**src/core/e1_alarm_params.svh**
```systemverilog
`ifndef E1_ALARM_PARAMS_SVH
`define E1_ALARM_PARAMS_SVH
// Register indices; byte address is four times the index
`define IDX_ALARM_STATUS 8'h06
`define IDX_EVENT_STATUS 8'h07
`define IDX_ALARM_MASK 8'h16
`define IDX_EVENT_MASK 8'h17
`define IDX_CONTROL 8'h40
`define MASK_RESET 8'h00
`define CONTROL_RESET 8'h00
// Control fields
`define CTL_CRC4_EN 0
`define CTL_SHORT_PERIOD 1
`define CTL_LONG_CL 2
`define CTL_PIN_EN 3
// Line framing in bits
`define MF_LAST 12'hfff
`define TS16_FIRST 8'h80
`define TS16_LAST 8'h87
`define DMA_BIT 8'h85
`define RRA_BIT 8'h02
`define UA_LAST 9'h1ff
`define CL_SHORT 12'h0ff
`define CL_LONG 12'h800
`define CL_WIN_LAST 8'hfe
`define CL_ONES 6'h20
// Timing
`define CLK_NS 100
`define TX_LOSS_NS 3900
`define TX_LOSS_CYC (`TX_LOSS_NS / `CLK_NS)
`define LINE_RATE_HZ 2048000
`define SEC_US 1000000
`define SHORT_US 62500
`endif

```
**src/core/e1_alarm_pkg.sv**
```systemverilog
package e1_alarm_pkg;
   typedef logic [7:0] byte_t;
   typedef enum logic [2:0] {
      SEL_NONE, SEL_ALARM, SEL_EVENT, SEL_AMASK, SEL_EMASK, SEL_CTL
   } reg_sel_t;
endpackage

```
**src/core/e1_alarm_status.sv**
```systemverilog
// The APB slave port was decided locally.
`timescale 1ns/1ps
`include "e1_alarm_params.svh"
// How it works
// - All-ones signaling: under three zeros per multiframe
// - All-zeros signaling: timeslot 16 zero whole multiframe
// - Distant alarm: two multiframes same bit 6
// - Unframed ones: under three zeros per 512 bits
// - Remote alarm: bit 3 three times alike
// - Carrier loss after 255 or 2048 zeros
// - Carrier back: 32 ones within 255 bits
// - Receive CAS multiframe flag every multiframe
// - Receive align frame flag each align frame
// - Transmit multiframe flag every multiframe
// - Second tick, or 62.5 ms when selected
// - Transmit align frame flag each align frame
// - Transmit clock loss after 3.9 us still
// - Loss pin high when enabled and lost
// - CRC4 multiframe flag, free-running when disabled
// - Transmit slip flag on store slip
// - Alarm mask bits gate alarm interrupts
// - Event mask bits gate event interrupts
// - Long carrier select picks 2048 threshold
// - Signaling change sets both signaling flags
// - Sync loss flagged while unsynchronized
module e1_alarm_status
   import e1_alarm_pkg::*;
#(
   parameter int SEC_BITS = `LINE_RATE_HZ / 1000 * `SEC_US / 1000,
   parameter int SHORT_BITS = `LINE_RATE_HZ / 1000 * `SHORT_US / 1000
) (
   // System
   input wire logic clock,
   input wire logic sys_rst,
   // APB slave
   input wire logic psel,
   input wire logic penable,
   input wire logic pwrite,
   input wire logic [11:0] paddr,
   input wire logic [31:0] pwdata,
   output logic [31:0] prdata,
   output logic pready,
   output logic pslverr,
   // Receive line pins
   input wire logic rxLineClock,
   input wire logic rxLineData,
   input wire logic rxMfStart,
   input wire logic rxCrcMfStart,
   input wire logic rxInSync,
   input wire logic rxSlip,
   // Transmit pins
   input wire logic txLineClock,
   input wire logic txMfStart,
   input wire logic txSlip,
   // Outputs
   output logic txClockLossPin,
   output logic irq
);
   // ------------------------------------------------------------
   // Pin synchronisers
   // ------------------------------------------------------------
   localparam int NP = 9;
   logic [NP-1:0] pinRaw, s0_q, s1_q, s2_q, lvl_q, stab, rise;
   assign pinRaw = {txSlip, txMfStart, txLineClock, rxSlip, rxInSync,
                    rxCrcMfStart, rxMfStart, rxLineData, rxLineClock};
   assign stab = (lvl_q & (s1_q ^ s2_q)) | (s2_q & ~(s1_q ^ s2_q));
   always_ff @(posedge clock or posedge sys_rst) begin
      if (sys_rst) begin
         s0_q <= '0;
         s1_q <= '0;
         s2_q <= '0;
         lvl_q <= '0;
      end else begin
         s0_q <= pinRaw;
         s1_q <= s0_q;
         s2_q <= s1_q;
         lvl_q <= stab;
      end
   end
   assign rise = stab & ~lvl_q;
   logic rxBit, rxD, rxMf, rxCrcMf, syncLoss, rxSlipEv;
   logic txBit, txChg, txMf, txSlipEv;
   assign rxBit = rise[0];
   assign rxD = stab[1];
   assign rxMf = stab[2];
   assign rxCrcMf = stab[3];
   assign syncLoss = ~stab[4];
   assign rxSlipEv = rise[5];
   assign txBit = rise[6];
   assign txChg = stab[6] ^ lvl_q[6];
   assign txMf = stab[7];
   assign txSlipEv = rise[8];

   function automatic logic [1:0] sat3(input logic [1:0] v, input logic inc);
      sat3 = (inc && v != 2'h3) ? v + 2'h1 : v;
   endfunction

   // ------------------------------------------------------------
   // Registers seen by software
   // ------------------------------------------------------------
   byte_t alarm_q, event_q, amask_q, emask_q, ctl_q;
   logic crc4En, shortSel, longSel, pinEn;
   assign crc4En = ctl_q[`CTL_CRC4_EN];
   assign shortSel = ctl_q[`CTL_SHORT_PERIOD];
   assign longSel = ctl_q[`CTL_LONG_CL];
   assign pinEn = ctl_q[`CTL_PIN_EN];

   // ------------------------------------------------------------
   // Receive bit position
   // ------------------------------------------------------------
   logic [11:0] rxCnt_q, pos;
   logic [7:0] bitPos;
   logic [3:0] frm;
   logic mfEnd, ts16;
   assign pos = rxMf ? 12'h000 : rxCnt_q;
   assign bitPos = pos[7:0];
   assign frm = pos[11:8];
   assign mfEnd = pos == `MF_LAST;
   assign ts16 = bitPos >= `TS16_FIRST && bitPos <= `TS16_LAST;
   always_ff @(posedge clock or posedge sys_rst) begin
      if (sys_rst) rxCnt_q <= '0;
      else if (rxBit) rxCnt_q <= pos + 12'h001;
   end

   // ------------------------------------------------------------
   // Signaling alarms
   // ------------------------------------------------------------
   logic [1:0] sigZero_q, zNext;
   logic sigOne_q, oNext, sigOnes_q, sigZeros_q, sigChg_q;
   byte_t ts16Sh_q, ts16Next;
   byte_t ts16Mem_q [16];
   logic memValid_q;
   assign zNext = sat3(sigZero_q, ts16 & ~rxD);
   assign oNext = sigOne_q | (ts16 & rxD);
   assign ts16Next = {ts16Sh_q[6:0], rxD};
   always_ff @(posedge clock or posedge sys_rst) begin
      if (sys_rst) begin
         sigZero_q <= '0;
         sigOne_q <= 1'b0;
         sigOnes_q <= 1'b0;
         sigZeros_q <= 1'b0;
      end else if (rxBit) begin
         sigZero_q <= mfEnd ? 2'h0 : zNext;
         sigOne_q <= mfEnd ? 1'b0 : oNext;
         if (mfEnd) begin
            sigOnes_q <= zNext != 2'h3;
            sigZeros_q <= !oNext;
         end
      end
   end
   always_ff @(posedge clock or posedge sys_rst) begin
      if (sys_rst) begin
         ts16Sh_q <= '0;
         memValid_q <= 1'b0;
         sigChg_q <= 1'b0;
         for (int i = 0; i < 16; i++) ts16Mem_q[i] <= '0;
      end else begin
         sigChg_q <= 1'b0;
         if (rxBit && ts16) ts16Sh_q <= ts16Next;
         if (rxBit && bitPos == `TS16_LAST) begin
            ts16Mem_q[frm] <= ts16Next;
            sigChg_q <= memValid_q && ts16Mem_q[frm] != ts16Next;
            if (frm == 4'hf) memValid_q <= 1'b1;
         end
      end
   end

   // ------------------------------------------------------------
   // Distant multiframe and remote alarms
   // ------------------------------------------------------------
   logic [1:0] dmaOne_q, dmaZero_q, rraOne_q, rraZero_q;
   logic dma_q, rra_q, dmaAt, rraAt;
   assign dmaAt = rxBit && frm == 4'h0 && bitPos == `DMA_BIT;
   assign rraAt = rxBit && frm[0] && bitPos == `RRA_BIT;
   always_ff @(posedge clock or posedge sys_rst) begin
      if (sys_rst) begin
         dmaOne_q <= '0;
         dmaZero_q <= '0;
         dma_q <= 1'b0;
      end else if (dmaAt) begin
         dmaOne_q <= rxD ? sat3(dmaOne_q, 1'b1) : 2'h0;
         dmaZero_q <= rxD ? 2'h0 : sat3(dmaZero_q, 1'b1);
         if (rxD && dmaOne_q != 2'h0) dma_q <= 1'b1;
         if (!rxD && dmaZero_q != 2'h0) dma_q <= 1'b0;
      end
   end
   always_ff @(posedge clock or posedge sys_rst) begin
      if (sys_rst) begin
         rraOne_q <= '0;
         rraZero_q <= '0;
         rra_q <= 1'b0;
      end else if (rraAt) begin
         rraOne_q <= rxD ? sat3(rraOne_q, 1'b1) : 2'h0;
         rraZero_q <= rxD ? 2'h0 : sat3(rraZero_q, 1'b1);
         if (rxD && rraOne_q >= 2'h2) rra_q <= 1'b1;
         if (!rxD && rraZero_q >= 2'h2) rra_q <= 1'b0;
      end
   end

   // ------------------------------------------------------------
   // Unframed all ones and carrier loss
   // ------------------------------------------------------------
   logic [8:0] uaCnt_q;
   logic [1:0] uaZero_q, uaNext;
   logic ua_q;
   assign uaNext = sat3(uaZero_q, ~rxD);
   always_ff @(posedge clock or posedge sys_rst) begin
      if (sys_rst) begin
         uaCnt_q <= '0;
         uaZero_q <= '0;
         ua_q <= 1'b0;
      end else if (rxBit) begin
         uaCnt_q <= uaCnt_q + 9'h001;
         uaZero_q <= uaCnt_q == `UA_LAST ? 2'h0 : uaNext;
         if (uaCnt_q == `UA_LAST) ua_q <= uaNext != 2'h3;
      end
   end
   logic [11:0] zeroRun_q, runNext, clLimit;
   logic [7:0] clWin_q;
   logic [5:0] clOnes_q, onesNext;
   logic cl_q;
   assign clLimit = longSel ? `CL_LONG : `CL_SHORT;
   assign runNext = rxD ? 12'h000 :
                    (zeroRun_q == clLimit ? zeroRun_q : zeroRun_q + 12'h001);
   assign onesNext = (rxD && clOnes_q != `CL_ONES) ? clOnes_q + 6'h01 : clOnes_q;
   always_ff @(posedge clock or posedge sys_rst) begin
      if (sys_rst) begin
         zeroRun_q <= '0;
         clWin_q <= '0;
         clOnes_q <= '0;
         cl_q <= 1'b0;
      end else if (rxBit) begin
         zeroRun_q <= runNext;
         clWin_q <= clWin_q == `CL_WIN_LAST ? 8'h00 : clWin_q + 8'h01;
         clOnes_q <= clWin_q == `CL_WIN_LAST ? 6'h00 : onesNext;
         if (runNext == clLimit) cl_q <= 1'b1;
         else if (clWin_q == `CL_WIN_LAST && onesNext == `CL_ONES) cl_q <= 1'b0;
      end
   end

   // ------------------------------------------------------------
   // Receive timing events
   // ------------------------------------------------------------
   logic [21:0] secCnt_q;
   logic [21:0] secLast;
   logic rmfEv, rafEv, secEv, rcmfEv;
   assign secLast = shortSel ? 22'(SHORT_BITS - 1) : 22'(SEC_BITS - 1);
   assign rmfEv = rxBit && pos == 12'h000;
   assign rafEv = rxBit && !frm[0] && bitPos == 8'h00;
   assign secEv = rxBit && secCnt_q >= secLast;
   assign rcmfEv = crc4En ? rxBit && rxCrcMf : rmfEv;
   always_ff @(posedge clock or posedge sys_rst) begin
      if (sys_rst) secCnt_q <= '0;
      else if (secEv) secCnt_q <= '0;
      else if (rxBit) secCnt_q <= secCnt_q + 22'h000001;
   end

   // ------------------------------------------------------------
   // Transmit timing and clock loss
   // ------------------------------------------------------------
   logic [11:0] txCnt_q, txPos;
   logic [7:0] lossCnt_q;
   logic txLoss_q, tmfEv, tafEv;
   assign txPos = txMf ? 12'h000 : txCnt_q;
   assign tmfEv = txBit && txPos == 12'h000;
   assign tafEv = txBit && !txPos[8] && txPos[7:0] == 8'h00;
   always_ff @(posedge clock or posedge sys_rst) begin
      if (sys_rst) txCnt_q <= '0;
      else if (txBit) txCnt_q <= txPos + 12'h001;
   end
   always_ff @(posedge clock or posedge sys_rst) begin
      if (sys_rst) begin
         lossCnt_q <= '0;
         txLoss_q <= 1'b0;
      end else if (txChg) begin
         lossCnt_q <= '0;
         txLoss_q <= 1'b0;
      end else if (lossCnt_q != 8'(`TX_LOSS_CYC)) begin
         lossCnt_q <= lossCnt_q + 8'h01;
      end else begin
         txLoss_q <= 1'b1;
      end
   end
   always_ff @(posedge clock or posedge sys_rst) begin
      if (sys_rst) txClockLossPin <= 1'b0;
      else txClockLossPin <= pinEn & txLoss_q;
   end

   // ------------------------------------------------------------
   // APB slave and status latches
   // ------------------------------------------------------------
   reg_sel_t sel;
   logic wrAcc;
   byte_t alarmSet, eventSet, alarmClr, eventClr;
   always_comb begin
      if (paddr[11:2] == {2'b00, `IDX_ALARM_STATUS}) sel = SEL_ALARM;
      else if (paddr[11:2] == {2'b00, `IDX_EVENT_STATUS}) sel = SEL_EVENT;
      else if (paddr[11:2] == {2'b00, `IDX_ALARM_MASK}) sel = SEL_AMASK;
      else if (paddr[11:2] == {2'b00, `IDX_EVENT_MASK}) sel = SEL_EMASK;
      else if (paddr[11:2] == {2'b00, `IDX_CONTROL}) sel = SEL_CTL;
      else sel = SEL_NONE;
   end
   assign wrAcc = psel & penable & pwrite;
   assign pready = penable;
   assign alarmSet = {sigOnes_q | sigChg_q, dma_q, sigZeros_q | sigChg_q, rxSlipEv,
                      ua_q, rra_q, cl_q, syncLoss};
   assign eventSet = {rmfEv, rafEv, tmfEv, secEv, tafEv, txLoss_q, rcmfEv,
                      txSlipEv};
   assign alarmClr = (wrAcc && sel == SEL_ALARM) ? pwdata[7:0] : 8'h00;
   assign eventClr = (wrAcc && sel == SEL_EVENT) ? pwdata[7:0] : 8'h00;
   always_ff @(posedge clock or posedge sys_rst) begin
      if (sys_rst) begin
         alarm_q <= '0;
         event_q <= '0;
      end else begin
         alarm_q <= (alarm_q & ~alarmClr) | alarmSet;
         event_q <= (event_q & ~eventClr) | eventSet;
      end
   end
   always_ff @(posedge clock or posedge sys_rst) begin
      if (sys_rst) begin
         amask_q <= `MASK_RESET;
         emask_q <= `MASK_RESET;
         ctl_q <= `CONTROL_RESET;
      end else if (wrAcc) begin
         if (sel == SEL_AMASK) amask_q <= pwdata[7:0];
         if (sel == SEL_EMASK) emask_q <= pwdata[7:0];
         if (sel == SEL_CTL) ctl_q <= pwdata[7:0];
      end
   end
   always_ff @(posedge clock or posedge sys_rst) begin
      if (sys_rst) begin
         prdata <= '0;
         pslverr <= 1'b0;
      end else if (psel && !penable) begin
         pslverr <= sel == SEL_NONE;
         case (sel)
            SEL_ALARM: prdata <= {24'h000000, alarm_q};
            SEL_EVENT: prdata <= {24'h000000, event_q};
            SEL_AMASK: prdata <= {24'h000000, amask_q};
            SEL_EMASK: prdata <= {24'h000000, emask_q};
            SEL_CTL: prdata <= {24'h000000, ctl_q};
            default: prdata <= '0;
         endcase
      end
   end
   always_ff @(posedge clock or posedge sys_rst) begin
      if (sys_rst) irq <= 1'b0;
      else irq <= |(alarm_q & amask_q) | |(event_q & emask_q);
   end
endmodule

```
**config.mk**
```make
export PLATFORM = sky130hd
export DESIGN_NAME = e1_alarm_status
export DESIGN_NICKNAME = d
export VERILOG_FILES = /design/src/core/e1_alarm_pkg.sv /design/src/core/e1_alarm_status.sv
export VERILOG_INCLUDE_DIRS = /design/src /design/src/core
export SDC_FILE = /design/constraint.sdc
export NUM_CORES = 1
export LEC_CHECK = 0
export ABC_CLOCK_PERIOD_IN_PS = 12900
export BUFFER_PORTS_ARGS = -buffer_cell sky130_fd_sc_hd__buf_2
export CAP_MARGIN = 20
export CORE_ASPECT_RATIO = 0.7
export CORE_MARGIN = 2
export CORE_UTILIZATION = 30
export CTS_BUF_LIST = sky130_fd_sc_hd__clkbuf_8 sky130_fd_sc_hd__clkbuf_16
export DETAILED_ROUTE_END_ITERATION = 8
export PLACE_DENSITY = 0.5
export SLEW_MARGIN = 15
export SYNTH_ARGS = -nofsm -noshare
export SYNTH_HDL_FRONTEND = slang
export SYNTH_SLANG_ARGS = --single-unit
```
**constraint.sdc**
```tcl
create_clock -name clock -period 12.9 [get_ports clock]
set_input_delay 1.935 -clock clock [delete_from_list [all_inputs] [get_ports clock]]
set_output_delay 1.935 -clock clock [all_outputs]
set_load 0.01 [all_outputs]
```
[After elaboration in Yosys (flattened, before gate mapping)]
Index checks and enable logic that the tools add are counted.
Operators by class
  add/subtract/negate cells: 14
  magnitude comparators: 7
  equal/unequal tests: 34
  multiplexer cells: 50
  bitwise operators: 28
  reduce and logical (&&, ||, !) cells: 63
Operators by type and width (number)
  128-bit bitwise mux: 1
  8-bit 2-to-1 mux: 8
  12-bit 2-to-1 mux: 5
  22-bit 2-to-1 mux: 2
  8-bit case mux with 5 select lines: 1
  12-bit by 1-bit adder with 12-bit output, second input constant: 3
  8-bit AND: 4
  8-bit binary-select mux with 4-bit select: 1
  8-bit demux with 4-bit select: 1
  1-bit logical AND: 28
  9-bit AND: 3
  2-bit AND reduction: 13
  12-bit equality test: 2
  8-bit equality test, second input constant: 3
  12-bit logical NOT: 2
  2-bit 2-to-1 mux: 12
  22-bit by 1-bit adder with 22-bit output, second input constant: 1
  22-bit by 21-bit >= comparator with 1-bit output: 1
  21-bit 2-to-1 mux: 1
  10-bit by 3-bit equality test with 1-bit output, second input constant: 2
  10-bit by 5-bit equality test with 1-bit output, second input constant: 2
  2-bit != test, second input constant: 9
  9-bit NOT: 2
  2-bit nonzero test: 9
  39 further kinds: 80
Word-level totals
  bits in registers: 357
  input bits: 58
  output and inout port bits: 36
  word-level logic and storage cells: 250

[Logic depth before layout (Yosys ltp)]
Gate-level depths: netlist of run 1.
  word-level depth: 12
  gate-level depth with buffers: 15
  depth with buffers taken out: 12

[Worst setup path after synthesis of run 1]
OpenSTA, ideal clock, no wires.
  path type: input to output
  from: input penable
  to: output pready
  arrival time: 2.054 ns
  required time: 10.965 ns
  setup slack: 8.911 ns
  cell stages on the path: 1
  cell sequence: buf_4
RTL lines
  start: declaration: line e1_alarm_status.sv:37  | input wire logic penable,
  end: declaration: line e1_alarm_status.sv:42  | output logic pready,
No word-level cell between the ends.

[Worst setup path in the final report of run 1]
  from: input paddr[10]
  to: register alarm_q[5]
On the way
  longest elaborated chain between the ends: 12
  elaborated cells between the ends (all ways): 16
RTL lines
  start: declaration: line e1_alarm_status.sv:39  | input wire logic [11:0] paddr,
  10-bit by 7-bit equality test with 1-bit output: line e1_alarm_status.sv:300  | else if (paddr[11:2] == {2'b00, `IDX_CONTROL}) sel = SEL_CTL;
  3-bit 2-to-1 mux: line e1_alarm_status.sv:300
  3-bit 2-to-1 mux: line e1_alarm_status.sv:299  | else if (paddr[11:2] == {2'b00, `IDX_EVENT_MASK}) sel = SEL_EMASK;
  3-bit 2-to-1 mux: line e1_alarm_status.sv:298  | else if (paddr[11:2] == {2'b00, `IDX_ALARM_MASK}) sel = SEL_AMASK;
  3-bit 2-to-1 mux: line e1_alarm_status.sv:297  | else if (paddr[11:2] == {2'b00, `IDX_EVENT_STATUS}) sel = SEL_EVENT;
  3-bit 2-to-1 mux (*): line e1_alarm_status.sv:296  | if (paddr[11:2] == {2'b00, `IDX_ALARM_STATUS}) sel = SEL_ALARM;
  3-bit by 1-bit equality test with 1-bit output (*): line e1_alarm_status.sv:309  | assign alarmClr = (wrAcc && sel == SEL_ALARM) ? pwdata[7:0] : 8'h00;
  1-bit logical AND (*): line e1_alarm_status.sv:309
  8-bit 2-to-1 mux (*): line e1_alarm_status.sv:309
  8-bit NOT (*): line e1_alarm_status.sv:316  | alarm_q <= (alarm_q & ~alarmClr) | alarmSet;
  8-bit AND (*): line e1_alarm_status.sv:316
  8-bit OR (*): line e1_alarm_status.sv:316
  end signal: assignment: line e1_alarm_status.sv:316
  end: declaration: line e1_alarm_status.sv:101  | byte_t alarm_q, event_q, amask_q, emask_q, ctl_q;
Every way passes the cells marked *; elsewhere a longest branch is shown, timed or not.
A chain may end at the register's enable or synchronous reset.

==> flow_summary.json, run 1 <==
{
  "detail_route.iter0.violations": 915,
  "antenna_found_initial": 0,
  "drive_gt1_share_pct": 17.4,
  "synth-async-reset-ratio_pct": 100,
  "cts_tree": "yes",
  "intPower_mw": 1.81,
  "synth_edf_count": 0,
  "ys_ff_latch": 333,
  "track_usage_pct": 14.5,
  "firstDrtPassIters": 5,
  "p_sw_share_pct": 25.6,
  "numPortBuffers": 43,
  "power_frac_clock_pct": 44.0,
  "min_to": "s1_q[6]",
  "drc": 0,
  "reg2reg_depth": 10,
  "holdPathStages": 0,
  "maxCapViolCount": 0,
  "finClkSkew_ns": 0.0159,
  "critPathCaptureType": "register",
  "clock-sinks": 333,
  "peakVddDrop_mv": 0.0728,
  "clock_path_buffers": 3,
  "h-tree-depth": 2,
  "ys_seq_area_share_pct": 50.3,
  "start_util_pct": 30.2,
  "area_growth_pct": 12.2,
  "gr-total-overflow": 0,
  "p_leak_nw": 8.36,
  "timing.rr.end": "sigChg_q",
  "crit_path_max_fanout": 13,
  "cts_resized": 0,
  "setup_viol": 0,
  "fin_crit_sh_pct": 33.5,
  "grt_pass1_vias": 11700,
  "synth_ff_type": "dfrtp_1",
  "place_ws_ns": 8.07,
  "vias": 11900,
  "required_ns": 13.32,
  "coreArea_um2": 55000,
  "wl_mm": 40.9,
  "hold_viol": 0,
  "avgRoutedWirePerCell_um": 17.4,
  "hold_path_startpoint": "s0_q[6]",
  "diodes": 0,
  "clkTransAtPathRegs_ns": 0.06,
  "comb_power_share_pct": 8.4,
  "via_per_inst": 5.08,
  "switchingPower_mw": 0.623,
  "clock.fmax_mhz": 232,
  "status": "completed",
  "min_path_type": "reg -> reg",
  "hold_ws_ns": 0.345,
  "die_w_um": 285,
  "critPathArrivalTime_ns": 4.74,
  "dieArea_um2": 57200,
  "final.min_clock_period_ns": 4.32,
  "grt_pass1_wl_mm": 67.2,
  "seq_power_share_pct": 47.5,
  "synth_cell_types": 83,
  "syn_avg_cell_area_um2": 10.5,
  "post_cts_buffers": 0,
  "slew-limit-headroom_pct": 30.1,
  "hold_buffers": 0,
  "place_congestion": 0.830,
  "cp-start-kind": "input port",
  "root_buffer": "clkbuf_16",
  "tightestPinTransition_ns": 1.05,
  "fin_ws_ns": 8.58,
  "slew_violations": 0,
  "rr_startpoint": "s2_q[2]",
  "worstSkewPairLatency_ns": 0.54,
  "tns_ns": 0,
  "chipHeight_um": 201,
  "power.density_nw_per_um2": 131,
  "power_mw": 2.43,
  "io_pins": 94,
  "synth_warnings": 0,
  "layout.nets": 1674,
  "synthesis.area_um2": 16600,
  "antenna_left": 0,
  "grt_max_degree": 135,
  "path_class": "in -> reg",
  "rsz0062_at_grt": "false",
  "syn_inst": 1576,
  "cts_buffers": 36,
  "rrSetupSlack_ns": 9.02,
  "dp_hpwl_mm": 26.8,
  "rows": 72
}
## cell type report
class	count	area, µm²
inverter	43	169
clock inverter	20	176
sequential	333	8330
multi-input combinational	1108	7590
timing repair buffer	60	343
tap	740	926
clock buffer	46	1050
fill	5576	36400
## per-layer routing
layer / vias to the layer above / track usage (%) / share of wire, %
met1: 6005 / 22.6 / 52
met3: 44 / 2.30 / 4.4
li1: 5655 / - / -
met5: - / 0 / 0
met4: 0 / 3.01 / 1.3
met2: 230 / 21.0 / 42
## worst max-delay path by stage
stage               startpoint       endpoint  slack, ns  cells after the start
global placement     paddr[10]     alarm_q[5]       8.10                      7
detailed placement   paddr[10]     alarm_q[5]       8.07                      7
CTS                  paddr[10]     alarm_q[5]       8.66                      7
floorplan              sys_rst     alarm_q[0]       1.74                      1
finish               paddr[10]     alarm_q[5]       8.58                      7
global route           sys_rst  ts16Mem_q[36]       8.47                      4
## synthesized netlist by cell type (9+ instances only)
cell,n,area [µm²]
nor3b_1,27,203
or4_1,18,135
and2_1,13,81.3
o21bai_1,25,188
clkbuf_1,59,221
a22o_1,17,149
mux2i_1,23,230
o21ai_0,129,646
buf_4,25,188
nor3_1,19,95.1
a31oi_1,18,113
nor4_1,11,68.8
nand4_1,21,131
xor2_1,24,210
mux2_2,126,1420
a21oi_1,28,140
or3_1,13,81.3
buf_2,19,95.1
and3_1,11,68.8
nor2_1,67,251
dfrtp_1,333,8330
o31ai_1,14,105
ha_1,34,425
a21o_1,12,90.1
xnor2_1,23,201
inv_1,41,154
o22ai_1,13,81.3
nand3_1,61,305
nand2_1,187,702
nand2b_1,9,56.3
## cells by family after synthesis
kind of cell / synth area share [%]
muxes: 10.1
buffers and inverters: 4.47
DFF: 50.3
other: 0.0226
adders and majority gates: 2.93
AOI/OAI and AO/OA: 13.7
xor gates and xnor gates: 2.48
and+or+nand+nor: 16.0
## layout by cell type (no fill, tap or decap), types with 34 or more instances in the layout
master     instances
nor2_1            66
dfrtp_1          332
ha_1              34
nand3_1           61
clkbuf_16         37
mux2_2           126
inv_1             47
nand2_1          187
buf_2             43
o21ai_0          129
## state kept, by name, summed over array words and instances (netlist names), 6 cells and up
register and count:
txCnt_q 12, alarm_q 8, lvl_q 9, s1_q 9, ctl_q 8, zeroRun_q 12, uaCnt_q 9, s0_q 9
clWin_q 8, event_q 8, ts16Mem_q 128, secCnt_q 22, amask_q 8, s2_q 9, prdata 8, rxCnt_q 12
lossCnt_q 8, emask_q 8, clOnes_q 6, ts16Sh_q 7
## worst max-delay path: stages
cell,delay [ns]
buf_2,0.09
or4_1,0.60
nor4_4,0.68
nor3b_4,0.51
and2_1,0.47
nand2_1,0.14
a211o_1,0.30
## through the flow
| step | cells | utilization (%) | area [µm²] |
|---|---|---|---|
| global route | 2350 | 33.8 | 18600 |
| floorplan | 1599 | - | 16700 |
| CTS | 2350 | 33.8 | 18600 |
| finish | 2350 | 33.8 | 18600 |
| detailed placement | 2284 | 31.6 | 17400 |
| global placement | 2283 | 31.6 | 17400 |
## power by group through the flow
stage | Combinational (mW) | Clock [mW] | Sequential [mW]
floorplan | 0.170 | 0 | 1.15
global placement | 0.202 | 0 | 1.17
detailed placement | 0.208 | 0 | 1.17
CTS | 0.209 | 1.10 | 1.15
global route | 0.239 | 1.15 | 1.16
finish | 0.205 | 1.07 | 1.16
Note: power is estimated with default switching activity, not from simulation.
==> run 2: changes to the inputs <==
- ABC_AREA: not set -> 1
- ABC_CLOCK_PERIOD_IN_PS: 12900 -> 3600
- PLACE_DENSITY: 0.5 -> 0.52
- clock period: 12.9 -> 3.6 ns (I/O delays scaled with it)
==> flow_summary.json, run 2 <==
{
  "clock.fmax_mhz": 348,
  "slowest_delay_ns": 0.49,
  "clock_path_buffers": 3,
  "track_usage_pct": 15.3,
  "crit_path_cell_trace": "nand2_1, nand2_2, nand2_4, buf_12, nand2_1, inv_1, nand3_1, nor4_4, buf_4, nand3_1, o21ai_0",
  "hold_buffers": 0,
  "post_cts_buffers": 0,
  "firstDrtPassIters": 6,
  "grt_pass1_vias": 12900,
  "io_pins": 94,
  "clock-sinks": 333,
  "power.density_nw_per_um2": 464,
  "syn_avg_cell_area_um2": 8.14,
  "fin_ws_ns": 0.725,
  "setup_viol": 0,
  "status": "completed",
  "critPathCaptureType": "register",
  "layout.nets": 2181,
  "dp_hpwl_mm": 29.2,
  "start_util_pct": 30.3,
  "drive_gt1_share_pct": 7.94,
  "finClkSkew_ns": 0.0281,
  "wl_mm": 43.6,
  "root_buffer": "clkbuf_16",
  "path_class": "reg -> reg",
  "coreArea_um2": 55100,
  "synthesis.area_um2": 16700,
  "h-tree-depth": 2,
  "holdPathStages": 1,
  "p_leak_nw": 8.76,
  "tightestPinTransition_ns": 0.942,
  "ys_ff_latch": 333,
  "cp_num_cells": 11,
  "largest_reg_flops": 128,
  "grt_pass1_wl_mm": 71.4,
  "synth_ff_type": "dfrtp_1",
  "syn_inst": 2054,
  "synth_common_cells": "nand2_1, dfrtp_1, inv_1, o21ai_0, nor2_1",
  "hold_viol": 0,
  "place_congestion": 0.878,
  "cp-start-kind": "register",
  "gr-total-overflow": 0,
  "ys_seq_area_share_pct": 49.8,
  "final_cell_mix": "nand2_1, dfrtp_1, inv_1",
  "rows": 72,
  "detail_route.iter0.violations": 1036,
  "area_growth_pct": 13.7,
  "rsz0062_at_grt": "false",
  "place_ws_ns": 0.711,
  "synth_cell_types": 55,
  "mostFrequentLayoutCell": "nand2_1",
  "clkTransAtPathRegs_ns": 0.06,
  "synth_edf_count": 0,
  "cts_tree": "yes",
  "reg2reg_depth": 11,
  "diodes": 0,
  "worst_path_max_delay_cell": "nand3_1",
  "crit_path_max_fanout": 78,
  "antenna_found_initial": 2,
  "maxCapViolCount": 0,
  "avgRoutedWirePerCell_um": 15.3,
  "synth-async-reset-ratio_pct": 100,
  "dieArea_um2": 57700,
  "fin_crit_sh_pct": 79.9,
  "via_per_inst": 4.72,
  "die_w_um": 286,
  "cts_buffers": 36,
  "peakVddDrop_mv": 0.253,
  "reg.largest.list": "ts16Mem_q x128, secCnt_q x22",
  "largest_register": "ts16Mem_q",
  "netlist_top_cells_area": "dfrtp_1, nand2_1, o21ai_0",
  "synth_warnings": 0,
  "vias": 13500,
  "required_ns": 4.04,
  "min_path_type": "in -> reg",
  "numPortBuffers": 43,
  "worstSkewPairLatency_ns": 0.54,
  "cts_resized": 0,
  "slew_violations": 0,
  "synth_most_common_cell": "nand2_1",
  "cpLargestDelayFamily": "simple AND/OR/NAND/NOR gates",
  "chipHeight_um": 202,
  "critPathArrivalTime_ns": 3.31,
  "synth_top_area_share_pct": 49.8,
  "hold_ws_ns": 0.108,
  "final.min_clock_period_ns": 2.88,
  "nFillCells": 5761,
  "antenna_left": 0,
  "critical_path_buf_inv_count": 3,
  "grt_max_degree": 155,
  "yosys.area.top_type": "dfrtp_1",
  "drc": 0,
  "slew-limit-headroom_pct": 37.1
}
## run 2: cell types whose count changed in the layout (fill, tap and decap cells not counted), sizes merged, moves of 16 or more
cell    before  now
nand4       21   91
mux2i       23    0
o21bai      25    0
inv         51  283
mux2       126    0
a31oi       18    2
nor2        69  164
nand3       62   91
o21ai      132  261
or4         18    0
nand2      187  508
nor3b       28    5
## run 2: cells by family (layout without fill, tap and decap cells)
| kind of cell | count (synthesis) | count (layout) | synth area share [%] |
|---|---|---|---|
| compound gates | 336 | 336 | 10.8 |
| xor+xnor | 48 | 48 | 2.51 |
| fa+ha+maj | 40 | 40 | 2.90 |
| buf+inv | 380 | 419 | 9.32 |
| flops | 333 | 333 | 49.8 |
| other cells | 1 | 24 | 0.0224 |
| simple gates | 916 | 916 | 24.6 |
## run 2: layout make-up
class / instances / area, µm² / area share, %
Tap cell: 740 / 926 / 4.87
Clock inverter: 16 / 175 / 0.922
Timing Repair Buffer: 73 / 478 / 2.52
Inverter: 281 / 1060 / 5.57
Sequential cell: 333 / 8330 / 43.9
Clock buffer: 49 / 1100 / 5.80
Multi-Input combinational cell: 1364 / 6930 / 36.5
## run 2: path summary, 6_finish.rpt
path	startpoint	to	slack [ns]
max in group asynchronous	sys_rst	rxCnt_q[8]	2.60
worst max register to register	s1_q[2]	ts16Mem_q[125]	0.72
worst max-delay path	s1_q[2]	ts16Mem_q[125]	0.72
worst min register to register	s0_q[7]	s1_q[7]	0.35
min in group asynchronous	sys_rst	ts16Mem_q[39]	0.22
worst min-delay path	rxLineClock	s0_q[0]	0.11
## run 2: per-layer routing
metal / routed length (µm) / up-vias / share of wire [%] / global-route usage [%]
met5: 18 / - / 0.041 / 0
met4: 813 / 2 / 1.9 / 3.52
met3: 3040 / 64 / 7.0 / 3.45
met2: 17200 / 375 / 39 / 21.0
met1: 22600 / 6368 / 52 / 24.0
li1: - / 6669 / - / -
## run 2: report_power, final
group          switching [mW]  internal [mW]
registers               0.159           3.93
logic                   0.510          0.254
clock network            1.60           2.37
## run 2: stage by stage
step	setup TNS, ns	total power, mW	util, %	area (µm²)	instances
finish	0	8.81	34.5	19000	2856
global route	0	9.26	34.5	19000	2856
CTS	0	8.93	34.5	19000	2856
detailed placement	0	4.92	32.2	17700	2791
global placement	0	4.89	32.2	17700	2791
floorplan	-462.41	4.71	-	16800	2077
